==> src/hw/psp_consts.vh <==
// constants of the packed-simd pack and tag control block
// assumes inclusion by bare name from the design files under hw/
`ifndef PSP_CONSTS_VH
`define PSP_CONSTS_VH

// instruction classes on instr_op_i
`define PSP_OP_W           4
`define PSP_OP_NOP         4'h0
`define PSP_OP_PK_SSWB     4'h1
`define PSP_OP_PK_SSDW     4'h2
`define PSP_OP_PK_USWB     4'h3
`define PSP_OP_SIMD_OTHER  4'h4
`define PSP_OP_EMPTY       4'h5
`define PSP_OP_IDENTIFY    4'h6
`define PSP_OP_FP_ARITH    4'h7
`define PSP_OP_FP_SAVE     4'h8
`define PSP_OP_FP_RESTORE  4'h9

// tag word
`define PSP_TAG_W          16
`define PSP_TAG_ALL_VALID  16'h0000
`define PSP_TAG_ALL_EMPTY  16'hffff

// identify instruction
`define PSP_LEAF_FEATURES  32'h00000001
`define PSP_FEAT_SIMD_BIT  23

// not-a-number pushed on a soft fault: sign, exponent, significand
`define PSP_NAN_SIGN       1'b0
`define PSP_NAN_EXP        15'h7fff
`define PSP_NAN_MANT       64'hc000000000000000

// result layout
`define PSP_RES_W          80
`define PSP_RES_PAD        16'h0000

// segment selects
`define PSP_SEG_W          3
`define PSP_SEG_DEFAULT    3'h3

// register byte addresses
`define PSP_ADDR_W         5
`define PSP_REG_CTRL       5'h00
`define PSP_REG_STATUS     5'h04
`define PSP_REG_MASK       5'h08
`define PSP_REG_TAG        5'h0c
`define PSP_REG_FEATURE    5'h10

// control bits
`define PSP_CTRL_EMU       0
`define PSP_CTRL_FPMASK    1
`define PSP_CTRL_W         2

// status and mask bits
`define PSP_EV_W           3
`define PSP_EV_INVOP       0
`define PSP_EV_FPEXC       1
`define PSP_EV_SOFTNAN     2

// tag register: dirty flag position
`define PSP_TAGREG_DIRTY   16

`endif

==> src/hw/psp_sat_lane.v <==
// one saturating narrowing lane: signed input to signed or unsigned output
// assumes a purely combinational use inside the pack datapath
`timescale 1ns/1ns
module psp_sat_lane #(
	parameter IN_W  = 16,
	parameter OUT_W = 8
) (
	input  wire [IN_W-1:0]  val_i,
	input  wire             uns_i,
	output reg  [OUT_W-1:0] sat_o
);

	wire sign_w;
	wire fits_s_w;
	wire fits_u_w;

	assign sign_w   = val_i[IN_W-1];
	// signed fits when the output sign bit and all bits above it agree
	assign fits_s_w = (&val_i[IN_W-1:OUT_W-1]) | ~(|val_i[IN_W-1:OUT_W-1]);
	assign fits_u_w = ~(|val_i[IN_W-1:OUT_W]);

	always @*
	begin
		if (uns_i)
		begin
			if (sign_w)
				sat_o = {OUT_W{1'b0}};
			else if (!fits_u_w)
				sat_o = {OUT_W{1'b1}};
			else
				sat_o = val_i[OUT_W-1:0];
		end
		else
		begin
			if (fits_s_w)
				sat_o = val_i[OUT_W-1:0];
			else if (sign_w)
				sat_o = {1'b1, {(OUT_W-1){1'b0}}};
			else
				sat_o = {1'b0, {(OUT_W-1){1'b1}}};
		end
	end

endmodule

==> src/hw/psp_core.v <==
// packed-simd pack datapath, tag word control, prefix decode, identify report
// assumes a core-side issue port that is always accepted while ce_i is high
// and an avalon-mm master for the control and status registers
//
// Overview of operation
// - signed pack clamps to narrower signed range
// - unsigned pack clamps words to byte range
// - saturate to nearest limit, never wrap
// - simd state aliases float state, no mode
// - float save/restore also carries simd state
// - every simd instruction except state-empty sets tags valid
// - state-empty instruction sets all tags empty
// - address-size, segment prefixes affect memory operands
// - those prefixes ignored without memory operand
// - lock prefix gives invalid opcode
// - identify reports simd support in bit 23
// - support bit stays set under emulation flag
// - emulation flag makes simd instructions invalid
// - float op on valid tags may fault
// - masked fault pushes all-ones-exponent nan
`timescale 1ns/1ns
`include "psp_consts.vh"
module psp_core #(
	parameter SIMD_IMPL = 1'b1
) (
	input  wire                    clk_i,
	input  wire                    nrst_i,
	input  wire                    ce_i,
	// instruction issue
	input  wire                    instr_valid_i,
	output wire                    instr_ready_o,
	input  wire [`PSP_OP_W-1:0]    instr_op_i,
	input  wire                    pfx_lock_i,
	input  wire                    pfx_addr_size_i,
	input  wire                    pfx_seg_i,
	input  wire [`PSP_SEG_W-1:0]   pfx_seg_sel_i,
	input  wire                    pfx_opsize_i,
	input  wire                    pfx_rep_i,
	input  wire                    has_mem_i,
	input  wire                    code32_i,
	input  wire [63:0]             dst_i,
	input  wire [63:0]             src_i,
	input  wire [31:0]             identify_leaf_register_i,
	// results
	output reg                     result_valid_o,
	output reg  [`PSP_RES_W-1:0]   result_o,
	output reg                     mem_valid_o,
	output reg                     mem_addr32_o,
	output reg  [`PSP_SEG_W-1:0]   mem_seg_o,
	output reg                     invalid_opcode_o,
	output reg                     fp_exception_o,
	output reg                     nan_push_o,
	output reg  [`PSP_TAG_W-1:0]   tag_word_o,
	// avalon-mm slave
	input  wire [`PSP_ADDR_W-1:0]  avs_address,
	input  wire                    avs_read,
	input  wire                    avs_write,
	input  wire [31:0]             avs_writedata,
	output reg  [31:0]             avs_readdata,
	output wire                    avs_waitrequest,
	output wire                    irq_o
);

////////////////////////////////////////////////////////////////////////////////
// state

	reg  [`PSP_CTRL_W-1:0]   ctrl_r;
	reg  [`PSP_EV_W-1:0]     status_r;
	reg  [`PSP_EV_W-1:0]     mask_r;
	reg                      dirty_r;
	reg  [31:0]              feature_r;
	reg                      ack_r;

	wire                     emu_w;
	wire                     fpmask_w;
	wire                     go_w;
	wire                     is_pack_w;
	wire                     is_simd_w;
	wire                     invop_w;
	wire                     fp_stale_w;
	wire [31:0]              feature_w;
	wire [63:0]              pack_bytes_w;
	wire [63:0]              pack_words_w;
	wire [`PSP_EV_W-1:0]     ev_w;
	wire                     bus_req_w;
	wire                     wr_go_w;
	wire                     is_sswb_w;
	wire                     is_ssdw_w;
	wire                     is_uswb_w;
	wire                     is_other_w;
	wire                     is_empty_w;
	wire                     is_fparith_w;
	wire                     fault_w;
	wire                     soft_w;

	reg                      result_valid_nxt;
	reg  [`PSP_RES_W-1:0]    result_nxt;
	reg                      mem_valid_nxt;
	reg                      mem_addr32_nxt;
	reg  [`PSP_SEG_W-1:0]    mem_seg_nxt;
	reg  [`PSP_TAG_W-1:0]    tag_nxt;
	reg                      dirty_nxt;
	reg  [31:0]              feature_nxt;
	reg  [31:0]              rdata_nxt;
	reg  [`PSP_EV_W-1:0]     status_nxt;

	assign emu_w    = ctrl_r[`PSP_CTRL_EMU];
	assign fpmask_w = ctrl_r[`PSP_CTRL_FPMASK];
	assign go_w     = ce_i & instr_valid_i;
	assign instr_ready_o = ce_i;

////////////////////////////////////////////////////////////////////////////////
// decode

	assign is_sswb_w    = (instr_op_i == `PSP_OP_PK_SSWB);
	assign is_ssdw_w    = (instr_op_i == `PSP_OP_PK_SSDW);
	assign is_uswb_w    = (instr_op_i == `PSP_OP_PK_USWB);
	assign is_other_w   = (instr_op_i == `PSP_OP_SIMD_OTHER);
	assign is_empty_w   = (instr_op_i == `PSP_OP_EMPTY);
	assign is_fparith_w = (instr_op_i == `PSP_OP_FP_ARITH);

	assign is_pack_w = is_sswb_w | is_ssdw_w | is_uswb_w;
	assign is_simd_w = is_pack_w | is_other_w | is_empty_w;

	// operand-size and repeat prefixes are deliberately not looked at
	assign invop_w   = is_simd_w & (pfx_lock_i | emu_w);

	// valid tags left by simd use meet a float instruction
	assign fp_stale_w = is_fparith_w & dirty_r;
	assign fault_w    = go_w & fp_stale_w & ~fpmask_w;
	assign soft_w     = go_w & fp_stale_w & fpmask_w;

	// support bit does not depend on the emulation flag
	assign feature_w = (identify_leaf_register_i == `PSP_LEAF_FEATURES) ?
	                   ({31'h00000000, SIMD_IMPL} << `PSP_FEAT_SIMD_BIT) :
	                   32'h00000000;

////////////////////////////////////////////////////////////////////////////////
// pack datapath

	genvar gi;
	generate
		for (gi = 0; gi < 8; gi = gi + 1)
		begin : g_byte
			wire [15:0] wsel_w;
			// lanes 0..3 from destination words, 4..7 from source words
			assign wsel_w = (gi < 4) ? dst_i[16*(gi%4) +: 16]
			                         : src_i[16*(gi%4) +: 16];
			psp_sat_lane #(
				.IN_W  (16),
				.OUT_W (8)
			) u_lane (
				.val_i (wsel_w),
				.uns_i (is_uswb_w),
				.sat_o (pack_bytes_w[8*gi +: 8])
			);
		end
		for (gi = 0; gi < 4; gi = gi + 1)
		begin : g_word
			wire [31:0] dsel_w;
			assign dsel_w = (gi < 2) ? dst_i[32*(gi%2) +: 32]
			                         : src_i[32*(gi%2) +: 32];
			psp_sat_lane #(
				.IN_W  (32),
				.OUT_W (16)
			) u_lane (
				.val_i (dsel_w),
				.uns_i (1'b0),
				.sat_o (pack_words_w[16*gi +: 16])
			);
		end
	endgenerate

////////////////////////////////////////////////////////////////////////////////
// execute: next values

	always @*
	begin
		result_valid_nxt = go_w & ~invop_w & ~fault_w;
		mem_valid_nxt    = go_w & is_simd_w & ~invop_w & has_mem_i;
		mem_addr32_nxt   = mem_addr32_o;
		mem_seg_nxt      = mem_seg_o;
		result_nxt       = result_o;
		feature_nxt      = feature_r;
		tag_nxt          = tag_word_o;
		dirty_nxt        = dirty_r;
		if (go_w)
		begin
			// prefixes only steer the address of a memory operand
			mem_addr32_nxt = (has_mem_i & pfx_addr_size_i) ? ~code32_i
			                                                : code32_i;
			mem_seg_nxt    = (has_mem_i & pfx_seg_i) ? pfx_seg_sel_i
			                                          : `PSP_SEG_DEFAULT;
			case (instr_op_i)
				`PSP_OP_PK_SSWB,
				`PSP_OP_PK_USWB:
					if (!invop_w)
						result_nxt = {`PSP_RES_PAD, pack_bytes_w};
				`PSP_OP_PK_SSDW:
					if (!invop_w)
						result_nxt = {`PSP_RES_PAD, pack_words_w};
				`PSP_OP_IDENTIFY:
				begin
					result_nxt  = {48'h000000000000, feature_w};
					feature_nxt = feature_w;
				end
				`PSP_OP_FP_ARITH:
					if (soft_w)
						result_nxt = {`PSP_NAN_SIGN, `PSP_NAN_EXP,
						              `PSP_NAN_MANT};
				`PSP_OP_FP_SAVE:
					result_nxt = {64'h0000000000000000, tag_word_o};
				`PSP_OP_FP_RESTORE:
				begin
					tag_nxt   = src_i[`PSP_TAG_W-1:0];
					dirty_nxt = (src_i[`PSP_TAG_W-1:0] != `PSP_TAG_ALL_EMPTY);
				end
				default:
					result_nxt = result_o;
			endcase
			// simd instructions write the same tag word the float unit uses
			if (is_simd_w & ~invop_w)
			begin
				if (is_empty_w)
				begin
					tag_nxt   = `PSP_TAG_ALL_EMPTY;
					dirty_nxt = 1'b0;
				end
				else
				begin
					tag_nxt   = `PSP_TAG_ALL_VALID;
					dirty_nxt = 1'b1;
				end
			end
		end
	end

////////////////////////////////////////////////////////////////////////////////
// execute: registers

	always @(posedge clk_i)
	begin
		if (!nrst_i)
		begin
			result_valid_o   <= 1'b0;
			result_o         <= {`PSP_RES_W{1'b0}};
			mem_valid_o      <= 1'b0;
			mem_addr32_o     <= 1'b0;
			mem_seg_o        <= `PSP_SEG_DEFAULT;
			invalid_opcode_o <= 1'b0;
			fp_exception_o   <= 1'b0;
			nan_push_o       <= 1'b0;
			tag_word_o       <= `PSP_TAG_ALL_EMPTY;
			dirty_r          <= 1'b0;
			feature_r        <= 32'h00000000;
		end
		else if (ce_i)
		begin
			result_valid_o   <= result_valid_nxt;
			invalid_opcode_o <= go_w & invop_w;
			fp_exception_o   <= fault_w;
			nan_push_o       <= soft_w;
			mem_valid_o      <= mem_valid_nxt;
			mem_addr32_o     <= mem_addr32_nxt;
			mem_seg_o        <= mem_seg_nxt;
			result_o         <= result_nxt;
			tag_word_o       <= tag_nxt;
			dirty_r          <= dirty_nxt;
			feature_r        <= feature_nxt;
		end
	end

////////////////////////////////////////////////////////////////////////////////
// events and interrupt

	assign ev_w  = {nan_push_o, fp_exception_o, invalid_opcode_o};
	assign irq_o = |(status_r & mask_r);

////////////////////////////////////////////////////////////////////////////////
// avalon-mm slave: one wait cycle, then read data stand with waitrequest low

	assign bus_req_w       = avs_read | avs_write;
	// a low clock enable keeps the master waiting, so no access is lost
	assign avs_waitrequest = bus_req_w & ~(ack_r & ce_i);
	assign wr_go_w         = ce_i & avs_write & ack_r;

////////////////////////////////////////////////////////////////////////////////
// register read mux and status next value

	always @*
	begin
		case (avs_address)
			`PSP_REG_CTRL:
				rdata_nxt = {30'h00000000, ctrl_r};
			`PSP_REG_STATUS:
				rdata_nxt = {29'h00000000, status_r};
			`PSP_REG_MASK:
				rdata_nxt = {29'h00000000, mask_r};
			`PSP_REG_TAG:
				rdata_nxt = {15'h0000, dirty_r, tag_word_o};
			`PSP_REG_FEATURE:
				rdata_nxt = feature_r;
			default:
				rdata_nxt = 32'h00000000;
		endcase
	end

	// new events win over a write-one clear in the same cycle
	always @*
	begin
		status_nxt = status_r | ev_w;
		if (wr_go_w && avs_address == `PSP_REG_STATUS)
			status_nxt = (status_r & ~avs_writedata[`PSP_EV_W-1:0]) | ev_w;
	end

	always @(posedge clk_i)
	begin
		if (!nrst_i)
		begin
			ack_r        <= 1'b0;
			avs_readdata <= 32'h00000000;
			ctrl_r       <= {`PSP_CTRL_W{1'b0}};
			mask_r       <= {`PSP_EV_W{1'b0}};
			status_r     <= {`PSP_EV_W{1'b0}};
		end
		else if (ce_i)
		begin
			ack_r    <= bus_req_w & ~ack_r;
			status_r <= status_nxt;
			if (avs_read & ~ack_r)
				avs_readdata <= rdata_nxt;
			if (wr_go_w && avs_address == `PSP_REG_CTRL)
				ctrl_r <= avs_writedata[`PSP_CTRL_W-1:0];
			if (wr_go_w && avs_address == `PSP_REG_MASK)
				mask_r <= avs_writedata[`PSP_EV_W-1:0];
		end
	end

endmodule

==> config.mk <==
export PLATFORM = sky130hd
export DESIGN_NAME = psp_core
export DESIGN_NICKNAME = d
export VERILOG_FILES = /design/src/hw/psp_sat_lane.v /design/src/hw/psp_core.v
export VERILOG_INCLUDE_DIRS = /design/src /design/src/hw
export SDC_FILE = /design/constraint.sdc
export NUM_CORES = 1
export LEC_CHECK = 0
export BUFFER_PORTS_ARGS = -buffer_cell sky130_fd_sc_hd__buf_4
export CAP_MARGIN = 20
export CORE_AREA = 2 2 138 140
export CTS_BUF_LIST = sky130_fd_sc_hd__clkbuf_8
export DETAILED_ROUTE_END_ITERATION = 7
export DIE_AREA = 0 0 140 142
export PLACE_DENSITY = 0.65
export RECOVER_POWER = 25
export SYNTH_ARGS = -nofsm -noshare
export SYNTH_HDL_FRONTEND = slang
export SYNTH_SLANG_ARGS = --single-unit
==> constraint.sdc <==
create_clock -name clk_i -period 4.45 [get_ports clk_i]
set_input_delay 0 -clock clk_i [delete_from_list [all_inputs] [get_ports clk_i]]
set_output_delay 0 -clock clk_i [all_outputs]
set_load 0.02 [all_outputs]
After elaboration in Yosys (flattened, before gate mapping) --
Index checks and enable logic that the tools add are counted.
Cells by class: equality and inequality tests 18, reduce and logical (&&, ||, !) cells 47, bitwise operators 62, mux-type cells 63
Operators by type and width (count):
- 80-bit one-hot mux with 5 select lines | 1
- 8-bit 2-to-1 mux | 40
- 80-bit 2-to-1 mux | 3
- 16-bit 2-to-1 mux | 11
- 32-bit one-hot mux with 5 select lines | 1
- 9-bit AND reduction | 8
- 9-bit OR reduction | 8
- 17-bit AND reduction | 4
- 17-bit OR reduction | 4
- 8-bit OR reduction | 8
- 32-bit by 1-bit == test with 1-bit output (second input constant) | 1
- 24-bit 2-to-1 mux | 1
- 1-bit bitwise AND | 21
- 1-bit inverter | 18
- 1-bit bitwise OR | 18
- 4-bit by 3-bit == test with 1-bit output (second input constant) | 4
- 16-bit != test (second input constant) | 1
- 5-bit by 4-bit == test with 1-bit output (second input constant) | 2
- 4-bit by 2-bit == test with 1-bit output (second input constant) | 2
- 4-bit == test (second input constant) | 2
- 2-bit AND reduction | 4
- 3-bit bitwise AND | 2
- 3-bit 2-to-1 mux | 2
- 3-bit bitwise OR | 2
- 15 further kinds | 22
Storage, ports and cells: flip-flop bits (word level) 179, word-level logic and storage cells 206

Depth between registers and ports, before layout --
Gate-level depths: netlist of run 1.
depth after elaboration 10, mapped depth 9

Modules after synthesis --
From an unflattened synthesis of run 1, not the netlist that was laid out.
Second synthesis, totals: cells, all modules 1174, area, all modules 9575.4 µm²
By module, submodules not included:
- psp_core | instances 1, cells an instance 614, area each 5581.6 µm²
- psp_sat_lane (g_word[0].u_lane ...) | instances 4, cells an instance 104, area each 673.1 µm²
- psp_sat_lane (g_byte[0].u_lane ...) | instances 8, cells an instance 18, area each 162.7 µm²

Least setup slack after synthesis of run 1 --
Ideal clock, no wire load.
path type register -> register, start register ctrl_r[0], end register tag_word_o[10], data arrival time 1.730 ns, cell stages (with the launch flop) 7, slack 2.641 ns, data required time 4.371 ns, cell sequence dfxtp_1 -> nor2_1 -> nand3_1 -> nor3b_1 -> clkbuf_1 -> a21oi_1 -> o211ai_1
On the way: word-level cells in the longest chain between the ends 6
Ends and longest elaborated chain:
- start, declared | RTL line psp_core.v:67 | reg [`PSP_CTRL_W-1:0] ctrl_r;
- start signal, assigned | RTL line psp_core.v:322 | ctrl_r <= {`PSP_CTRL_W{1'b0}};
- start signal, assigned | RTL line psp_core.v:333 | ctrl_r <= avs_writedata[`PSP_CTRL_W-1:0];
- 1-bit bitwise OR * | RTL line psp_core.v:126 | assign invop_w = is_simd_w & (pfx_lock_i | emu_w);
- 1-bit bitwise AND * | RTL line psp_core.v:126
- 1-bit inverter * | RTL line psp_core.v:222 | if (is_simd_w & ~invop_w)
- 1-bit bitwise AND * | RTL line psp_core.v:222
- 2-bit nonzero test (no source line)
- 3-bit AND reduction (no source line)
- end signal, assigned | RTL line psp_core.v:253 | tag_word_o <= `PSP_TAG_ALL_EMPTY;
- end signal, assigned | RTL line psp_core.v:267 | tag_word_o <= tag_nxt;
- end, declared | RTL line psp_core.v:53 | output reg [`PSP_TAG_W-1:0] tag_word_o,
Mark *: on every way between the ends. The rest lies on a longest branch, timed or not. A chain may end at the register's enable or synchronous reset.

Worst setup path after layout of run 1 --
start register ctrl_r[0], end register result_o[13]
On the way: word-level cells in the longest chain between the ends 4
Ends and longest elaborated chain:
- 1-bit bitwise OR * | RTL line psp_core.v:126
- 1-bit bitwise AND * | RTL line psp_core.v:126
- 2-bit != test (no source line)
- 6-bit AND reduction (no source line) *
- end signal, assigned | RTL line psp_core.v:246 | result_o <= {`PSP_RES_W{1'b0}};
- end signal, assigned | RTL line psp_core.v:266 | result_o <= result_nxt;
- end, declared | RTL line psp_core.v:46 | output reg [`PSP_RES_W-1:0] result_o,
Marked as above.

==> impl_metrics.json, run 1 <==
{
  "outcome": "finished, violations left",
  "violations": "design-rule violations",
  "power_density_mw_per_mm2": 270,
  "synth-seq-cells": 119,
  "ant_nets": 0,
  "grt_pass1_wl_um": 39300,
  "cts_tree": "done",
  "cts-root-buf": "clkbuf_8",
  "syn-mean-instance-area_um2": 8.00,
  "worstSetupPathDepth": 8,
  "synthMuxAreaShare_pct": 1.50,
  "drive_above_1_share_pct": 27.1,
  "rsz0062_at_grt": "false",
  "final_util_pct": 55.1,
  "dieArea_mm2": 0.0199,
  "clock.fmax_mhz": 315,
  "timing.hold.ws_ns": 0.0256,
  "finalCritPeriodShare_pct": 71.4,
  "netlist_area_mm2": 0.00633,
  "grt_util_all_layers_pct": 24.9,
  "post_drt_wl_per_cell_um": 17.8,
  "peakVddDrop_uv": 163,
  "maxCapViolations": 0,
  "cp_slowest_cell": "dlygate4sd3_1",
  "slew_headroom_pct": 30.6,
  "crit_path_max_fanout": 25,
  "synth_top_family_by_area": "compound AO/OA/AOI/OAI gates",
  "grt_pass1_vias": 7322,
  "finalNonFillerCells": 1446,
  "netlist-cell-type-count": 68,
  "viasPerCell": 5.38,
  "dr.pass1.iters": 8,
  "cts_buffer_depth": 2,
  "critPathKind": "register to register",
  "drv_slew": 0,
  "setup_violations": 0,
  "synth-adder-area-share_pct": 0,
  "fin_tns_setup_ns": 0,
  "synth_edf_count": 0,
  "die_w_um": 140,
  "yosys.area_share.simple_pct": 22.2,
  "htreeDepth": 4,
  "antenna_found_initial": 0,
  "start_util_pct": 34.3,
  "dieHeight_um": 142,
  "min_period_ns": 3.18,
  "final_nets": 1416,
  "cts.reportedPaths.clkPinSlew_ns": 0.08,
  "insertion_delay_ns": 0.45,
  "pin_count": 357,
  "cp-end-kind": "register",
  "synth_cells": 791,
  "cp_top_family": "compound AO/OA/AOI/OAI gates",
  "yosys_warnings": 0,
  "tightest_slew_ns": 1.04,
  "finClkSkew_ns": 0.0137,
  "power.total_mw": 2.75,
  "synth_top_flop_cell": "dfxtp_1",
  "numCtsBuffers": 17,
  "gp_congestion": 0.864,
  "power.static_leakage_nw": 4.21,
  "clock-sinks": 119,
  "r2r_cells": 8,
  "whs_path_depth": 5,
  "post_cts_buffers": 0,
  "drt-total-wl_um": 25700,
  "cp.arrival_ns": 3.57,
  "hold_class": "input port to register",
  "r2r_slack_ns": 1.27,
  "dp.cells": 1283,
  "grt_overflow": 0,
  "critical_path_buf_inv_count": 2,
  "synth_compound_area_share_pct": 31.4,
  "core_mm2": 0.0185,
  "dpl.hpwl_um": 18200,
  "synth_xor_area_share_pct": 0.138,
  "grt_max_degree": 64,
  "post_cts_resized": 0,
  "critPathLaunchType": "register",
  "rows": 50,
  "antenna_cells": 0,
  "syn_to_final_growth_pct": 60.6,
  "critPathMaxStageDelay_ns": 0.56,
  "routed-via-count": 7780,
  "drc": 17,
  "crit_chain": "nor2_1 > o221ai_1 > a31oi_4 > buf_4 > nand2_2 > a31oi_2 > a32o_1 > dlygate4sd3_1",
  "port-buffer-count": 310,
  "yosysSeqAreaShare_pct": 37.6,
  "drt_iter0_markers": 543,
  "hold_violations": 0,
  "async_flop_share_pct": 0,
  "required_ns": 4.85
}
-- registers in the layout, indices dropped and copies added, names as in the netlist, 2 cells and up --
register	cells
ctrl_r	2
mask_r	3
avs_readdata	18
status_r	3
mem_seg_o	3
tag_word_o	16
result_o	65
-- per-stage QoR --
stage	area [um^2]	setup WS, ns
after global placement	8660	1.91
final	10200	1.27
after detailed placement	8660	1.87
after global routing	10200	1.06
after CTS	10400	1.32
after floorplan	6380	2.64
-- timing repair --
action                                  in CTS  in global routing
endpoints found under the setup margin       0                  0
endpoints found under the hold margin       99                  0
hold buffers                               130                  0
-- final timing paths --
path,endpoint,from
setup / recovery,result_o[13],ctrl_r[0]
hold / removal,result_o[23],dst_i[47]
setup reg to reg,result_o[13],ctrl_r[0]
hold reg to reg,avs_readdata[23],avs_readdata[23]
-- worst min-delay path, cell delays in order --
cell and delay (ns):
buf_4 0.14, nand2_1 0.06, nand4_1 0.09, o211ai_1 0.09
a21oi_1 0.04
-- cell usage in the layout, fill, tap and decap left out, types with 15 or more instances in the layout --
cell type	n
buf_4	258
dlygate4sd3_1	130
dfxtp_1	119
nand2_1	100
a21oi_1	75
o21ai_0	70
clkbuf_1	61
nor2_1	55
nor4_1	26
nand4_1	24
a31oi_1	22
nor3_1	20
a22oi_1	19
clkbuf_8	19
o211ai_1	16
conb_1	15
-- synth_stat cells (all sizes together), types with 3 or more instances --
library cell | count | share of area, %
clkbuf | 28 | 1.7
a21oi | 77 | 6.2
nand3 | 13 | 1.0
a221o | 7 | 1.1
nor2b | 5 | 0.49
buf | 46 | 5.0
nand4 | 24 | 2.4
nand2 | 101 | 6.0
mux2 | 4 | 0.71
and2 | 3 | 0.30
mux2i | 5 | 0.79
a31oi | 25 | 2.9
a2bb2oi | 6 | 0.83
nor3b | 3 | 0.36
dfxtp | 119 | 38
a211oi | 5 | 0.59
nor3 | 22 | 2.0
and3 | 5 | 0.49
a221oi | 12 | 1.7
o31ai | 14 | 1.7
nor4 | 26 | 2.6
a32o | 7 | 1.1
inv | 6 | 0.36
or3 | 4 | 0.40
or2 | 11 | 1.1
o21ai | 73 | 5.8
nor2 | 56 | 3.4
a22oi | 19 | 2.3
o211ai | 16 | 1.9
a21o | 9 | 1.1
or4 | 6 | 0.71
o221a | 7 | 1.2
-- cell type report --
type,instances,area [um^2]
Clock buffer,19,262
Clock inverter,13,169
Fill cell,1778,8290
Inverter,6,22.5
Multi-Input combinational cell,606,3570
Sequential cell,119,2380
Tap cell,234,293
Timing Repair Buffer,449,3470
-- where the power goes --
part	switching (mW)	leakage (nW)	internal [mW]
clock network	0.486	0.217	0.591
registers	0.0224	0.965	1.09
logic	0.282	3.03	0.269
-- kinds of logic (layout without fill, tap and decap cells) --
logic type	after synthesis	in the layout
compound gates	296	296
simple gates	285	285
flops	119	119
buf+inv	80	487
mux	9	9
other cells	1	15
xor+xnor	1	1
-- per-layer routing --
layer,vias up,share of wire [%],track usage [%]
met5,-,0,0
met4,0,1.9,7.81
met3,36,9.0,7.23
met2,363,48,41.5
met1,3602,41,31.4
li1,3779,-,-
Power figures use the tool's default switching activity.
==> run 2: changes to the inputs <==
--- a/config.mk
+++ b/config.mk
@@ -8,11 +8,10 @@
 export LEC_CHECK = 0
 export BUFFER_PORTS_ARGS = -buffer_cell sky130_fd_sc_hd__buf_4
 export CAP_MARGIN = 20
-export CORE_AREA = 2 2 138 140
+export CORE_AREA = 2 2 140 142
 export CTS_BUF_LIST = sky130_fd_sc_hd__clkbuf_8
 export DETAILED_ROUTE_END_ITERATION = 7
-export DIE_AREA = 0 0 140 142
-export PLACE_DENSITY = 0.65
+export DIE_AREA = 0 0 142 144
 export RECOVER_POWER = 25
 export SYNTH_ARGS = -nofsm -noshare
 export SYNTH_HDL_FRONTEND = slang
==> constraint.sdc (replaced) <==
create_clock -name clk_i -period 3.3 [get_ports clk_i]
set_input_delay 0 -clock clk_i [delete_from_list [all_inputs] [get_ports clk_i]]
set_output_delay 0 -clock clk_i [all_outputs]
set_load 0.02 [all_outputs]
==> run 2 against run 1 <==
  * The run now ends clean
  * Power grew 37%
  * Global-route usage shrank 0.20 points
  * Clock power grew 40%
  * Via count grew 0.76%
  * Final cell count grew 0.76%
  * Critical path type unchanged
  * Critical endpoint is now result_o[40]
  * Highest routed layer unchanged
==> impl_metrics.json, run 2 (synthesis results as in run 1) <==
{
  "outcome": "completed",
  "grt_util_all_layers_pct": 24.7,
  "final_nets": 1423,
  "reg2reg_from": "ctrl_r[0]",
  "mostFrequentLayoutCell": "buf_4",
  "critPathKind": "register to register",
  "final_util_pct": 53.7,
  "cp.arrival_ns": 3.43,
  "grt_pass1_wl_um": 39800,
  "min_period_ns": 3.09,
  "setup_violations": 0,
  "core_mm2": 0.0191,
  "drive_above_1_share_pct": 27.2,
  "finalNonFillerCells": 1457,
  "critPathLaunchType": "register",
  "seqPwrFrac_pct": 40.0,
  "cts_buffer_depth": 2,
  "required_ns": 3.63,
  "dp.cells": 1292,
  "clock-sinks": 119,
  "clock.fmax_mhz": 323,
  "cts_tree": "done",
  "finalCritPeriodShare_pct": 93.7,
  "drt-total-wl_um": 25900,
  "crit_start": "ctrl_r[0]",
  "grt_overflow": 0,
  "p_comb_share_pct": 19.8,
  "fin_tns_setup_ns": 0,
  "drt_iter0_markers": 448,
  "slew_headroom_pct": 32.4,
  "start_util_pct": 33.2,
  "fin_area_mm2": 0.0102,
  "final_cell_mix": "262 x buf_4, 133 x dlygate4sd3_1, 119 x dfxtp_1, 100 x nand2_1, 75 x a21oi_1",
  "power_density_mw_per_mm2": 368,
  "power.total_mw": 3.77,
  "maxCapViolations": 0,
  "antenna_cells": 0,
  "regMostFlops": "result_o",
  "syn_to_final_growth_pct": 61.9,
  "port-buffer-count": 310,
  "largest_register_ffs": 65,
  "cts-root-buf": "clkbuf_8",
  "viasPerCell": 5.38,
  "numCtsBuffers": 17,
  "r2r_cells": 7,
  "post_drt_wl_per_cell_um": 17.8,
  "post_cts_resized": 0,
  "routed-via-count": 7839,
  "gp_congestion": 0.842,
  "grt_max_degree": 64,
  "tightest_slew_ns": 1.01,
  "n_fill_cell": 1862,
  "dieArea_mm2": 0.0204,
  "dpl.hpwl_um": 18400,
  "rows": 51,
  "hold_violations": 0,
  "r2r-end": "result_o[40]",
  "reg_top3": "result_o: 65 flops, avs_readdata: 18 flops, tag_word_o: 16 flops",
  "drv_slew": 0,
  "antenna_found_initial": 0,
  "hold_class": "input port to register",
  "pwr-share-clk_pct": 40.2,
  "r2r_slack_ns": 0.21,
  "peakVddDrop_uv": 227,
  "cts.reportedPaths.clkPinSlew_ns": 0.08,
  "drc": 0,
  "finClkSkew_ns": 0.0148,
  "p_sw_share_pct": 28.6,
  "dieHeight_um": 144,
  "placed_cell_area_mm2": 0.00870,
  "dr.pass1.iters": 5,
  "pin_count": 357,
  "htreeDepth": 4,
  "crit_end": "result_o[40]",
  "p_int_mw": 2.69,
  "insertion_delay_ns": 0.45,
  "ant_nets": 0,
  "grt_pass1_vias": 7618,
  "cp-end-kind": "register",
  "die_w_um": 142,
  "rsz0062_at_grt": "false",
  "p_sw_mw": 1.08,
  "crit_path_max_fanout": 33,
  "power.static_leakage_nw": 4.23,
  "post_cts_buffers": 0
}
run 2: cell types whose count changed in the layout (fill, tap and decap cells not counted):
| cell | previous run | this run |
|---|---|---|
| dlygate4sd3_1 | 130 | 133 |
| buf_4 | 258 | 262 |
| clkinv_2 | 2 | 0 |
| bufinv_16 | 3 | 4 |
| clkinvlp_4 | 1 | 5 |
| inv_1 | 5 | 6 |
| clkbuf_8 | 19 | 18 |
| clkinv_4 | 3 | 0 |
run 2: worst min-delay path by stage:
stage	cells after the start	from	end
2_1_floorplan	1	ce_i	instr_ready_o
6_report	2	nrst_i	mem_seg_o[1]
3_3_place_gp	3	pfx_seg_sel_i[0]	mem_seg_o[0]
5_1_grt	5	src_i[47]	result_o[55]
3_5_place_dp	3	pfx_seg_sel_i[1]	mem_seg_o[1]
4_1_cts	2	nrst_i	mem_seg_o[1]
run 2: through the flow:
step | hold slack [ns] | setup slack (ns)
3_5_place_dp | 0.220 | 0.780
6_report | 0.0413 | 0.207
3_3_place_gp | 0.214 | 0.792
2_1_floorplan | 0.113 | 1.49
4_1_cts | 0.00702 | 0.246
5_1_grt | 0.0514 | 0.0240
run 2: cell type report:
cell class	instances	area, um^2	share of cell area, %
multi-input combinational	606	3570	34.9
timing repair buffer	456	3530	34.4
sequential	119	2380	23.2
tap	238	298	2.91
clock buffer	18	248	2.42
clock inverter	14	196	1.92
inverter	6	22.5	0.220
run 2: critical path, cell delays in order (launching register included):
cell           delay [ns]
dfxtp_1              0.35
nor2_1               0.29
o221ai_1             0.26
a31oi_4              0.41
buf_4                0.40
a21boi_4             0.50
a31oi_1              0.16
dlygate4sd3_1        0.60
run 2: power groups by stage:
stage	Sequential (mW)	Combinational, mW	Clock (mW)
after floorplan	1.58	0.265	0
after global placement	1.54	0.649	0
after detailed placement	1.54	0.652	0
after CTS	1.51	0.759	1.55
after global routing	1.51	0.810	1.61
final	1.51	0.747	1.51
run 2: layer usage:
metal / vias to the layer above / track usage [%] / share of wire, %
li1: 3815 / - / -
met1: 3670 / 30.9 / 42
met2: 328 / 41.5 / 48
met3: 26 / 7.68 / 8.2
met4: 0 / 6.47 / 1.2
met5: - / 0 / 0
run 2: repair_timing:
| item | 4_1_cts | 5_1_grt |
|---|---|---|
| hold endpoints to repair | 102 | 0 |
| hold buffers | 133 | 0 |
| endpoints found under the setup margin | 0 | 0 |
==> run 3: changes to the inputs <==
--- a/config.mk
+++ b/config.mk
@@ -8,10 +8,13 @@
 export LEC_CHECK = 0
 export BUFFER_PORTS_ARGS = -buffer_cell sky130_fd_sc_hd__buf_4
 export CAP_MARGIN = 20
-export CORE_AREA = 2 2 140 142
+export CELL_PAD_IN_SITES_DETAIL_PLACEMENT = 0
+export CELL_PAD_IN_SITES_GLOBAL_PLACEMENT = 1
+export CORE_MARGIN = 2
+export CORE_UTILIZATION = 32
 export CTS_BUF_LIST = sky130_fd_sc_hd__clkbuf_8
 export DETAILED_ROUTE_END_ITERATION = 7
-export DIE_AREA = 0 0 142 144
+export PLACE_DENSITY_LB_ADDON = 0.1
 export RECOVER_POWER = 25
 export SYNTH_ARGS = -nofsm -noshare
 export SYNTH_HDL_FRONTEND = slang
==> run 3 against run 2 <==
  * Core utilization down 1.3 points
  * Power down 1.1%
  * Clock power about the same
  * Clock skew down 0.0066 ns
  * Sequential share of layout area up 0.094 points
  * Hold slack worse by 0.0063 ns
  * Critical endpoint is now result_o[52]
  * Largest cell class unchanged
==> impl_metrics.json, run 3 (synthesis results as in run 1) <==
{
  "finalCritPeriodShare_pct": 89.5,
  "p_sw_mw": 1.06,
  "setup_violations": 0,
  "critPathLaunchType": "register",
  "whs_path_depth": 5,
  "p_comb_share_pct": 19.9,
  "antenna_found_initial": 0,
  "post_cts_resized": 0,
  "min_period_ns": 2.95,
  "largest_register_ffs": 65,
  "grt_util_all_layers_pct": 24.3,
  "grt_pass1_wl_um": 39500,
  "final_cell_mix": "264 x buf_4, 125 x dlygate4sd3_1, 119 x dfxtp_1, 100 x nand2_1, 75 x a21oi_1",
  "crit_start": "ctrl_r[0]",
  "finClkSkew_ns": 0.00820,
  "outcome": "completed",
  "clock-sinks": 119,
  "slew_headroom_pct": 34.1,
  "dr.pass1.iters": 5,
  "syn_to_final_growth_pct": 61.2,
  "cp_slowest_cell": "dlygate4sd3_1",
  "crit_path_max_fanout": 32,
  "holdBufCountCts": 125,
  "drc": 0,
  "htreeDepth": 4,
  "drt-total-wl_um": 25800,
  "cp-end-kind": "register",
  "pin_count": 357,
  "gp_congestion": 0.852,
  "port-buffer-count": 310,
  "r2r_cells": 8,
  "routed-via-count": 7653,
  "post_cts_buffers": 0,
  "antenna_cells": 0,
  "pwr-share-clk_pct": 39.6,
  "final_nets": 1416,
  "rsz0062_at_grt": "false",
  "required_ns": 3.62,
  "multi_input_area_mm2": 0.00357,
  "ant_nets": 0,
  "numCtsBuffers": 17,
  "n_fill_cell": 2008,
  "post_drt_wl_per_cell_um": 17.5,
  "critPathKind": "register to register",
  "grt_max_degree": 64,
  "critPathMaxStageDelay_ns": 0.55,
  "seqPwrFrac_pct": 40.4,
  "peakVddDrop_uv": 226,
  "drv_slew": 0,
  "dieArea_mm2": 0.0209,
  "tightest_slew_ns": 0.980,
  "fin_tns_setup_ns": 0,
  "crit_chain": "nor2_1 > o221ai_1 > a31oi_4 > buf_4 > a21boi_4 > o31a_4 > a21oi_1 > dlygate4sd3_1",
  "rows": 51,
  "die_w_um": 145,
  "reg2reg_from": "ctrl_r[0]",
  "viasPerCell": 5.18,
  "regMostFlops": "result_o",
  "hold_violations": 0,
  "cts_tree": "done",
  "power.total_mw": 3.73,
  "reg_top3": "result_o: 65 flops, avs_readdata: 18 flops, tag_word_o: 16 flops",
  "hold_class": "input port to register",
  "grt_pass1_vias": 7398,
  "p_int_mw": 2.67,
  "cts-root-buf": "clkbuf_8",
  "drive_above_1_share_pct": 27.6,
  "start_util_pct": 32.5,
  "seq_area_mm2": 0.00238,
  "power.static_leakage_nw": 4.22,
  "cts.reportedPaths.clkPinSlew_ns": 0.08,
  "dieHeight_um": 145,
  "power_density_mw_per_mm2": 365,
  "core_mm2": 0.0195,
  "insertion_delay_ns": 0.44,
  "drt_iter0_markers": 407,
  "maxCapViolations": 0,
  "min_from": "dst_i[47]",
  "grt_overflow": 0,
  "mostFrequentLayoutCell": "buf_4",
  "clock.fmax_mhz": 338,
  "dpl.hpwl_um": 18900,
  "cts_buffer_depth": 2,
  "p_sw_share_pct": 28.4,
  "cp.arrival_ns": 3.27
}
[run 3: cell count changes in the layout (fill, tap and decap cells not counted), sizes merged]
cell / delta
dlygate4sd3: -8
clkinv: +6
inv: -3
buf: +2
clkbuf: -2
clkinvlp: -2
[run 3: power by group through the flow]
| stage | Combinational (mW) | Sequential (mW) | Clock [mW] |
|---|---|---|---|
| after floorplan | 0.265 | 1.58 | 0 |
| after global placement | 0.650 | 1.54 | 0 |
| after detailed placement | 0.652 | 1.54 | 0 |
| after CTS | 0.757 | 1.51 | 1.52 |
| after global routing | 0.807 | 1.51 | 1.57 |
| final | 0.743 | 1.51 | 1.48 |
[run 3: worst max-delay path, delay by kind of cell, from the launching register on]
family,cells,cell delay (ns)
compound gates,5,1.27
buf+inv,2,0.92
flops,1,0.36
simple gates,1,0.29
[run 3: cell type report]
cell class | count | share of cell area (%)
multi-input combinational | 606 | 35.0
inverter | 6 | 0.221
clock buffer | 17 | 2.29
timing repair buffer | 449 | 33.9
clock inverter | 15 | 2.00
tap | 265 | 3.25
sequential | 119 | 23.3
[run 3: per-layer routing]
layer	vias to the layer above	part of all wire [%]	GRT usage, %	wire, um
li1	3785	-	-	-
met3	27	7.3	7.21	1880
met4	0	1.3	5.72	335
met5	-	0	0	0
met2	246	47	39.5	12200
met1	3595	44	31.7	11400
[run 3: final timing paths]
check,end,slack (ns)
worst min-delay path,result_o[23],0.04
worst max register to register,result_o[52],0.35
worst max-delay path,result_o[52],0.35
worst min register to register,avs_readdata[23],0.45
[run 3: per-stage QoR]
step / util, % / area [um^2] / hold WS [ns] / setup slack (ns) / instances
floorplan: - / 6380 / 0.113 / 1.49 / 805
global placement: 44.9 / 8740 / 0.221 / 0.880 / 1320
detailed placement: 44.9 / 8740 / 0.218 / 0.861 / 1320
CTS: 53.6 / 10400 / 0.00518 / 0.350 / 1477
global route: 52.4 / 10200 / 0.0506 / 0.143 / 1477
finish: 52.4 / 10200 / 0.0350 / 0.345 / 1477
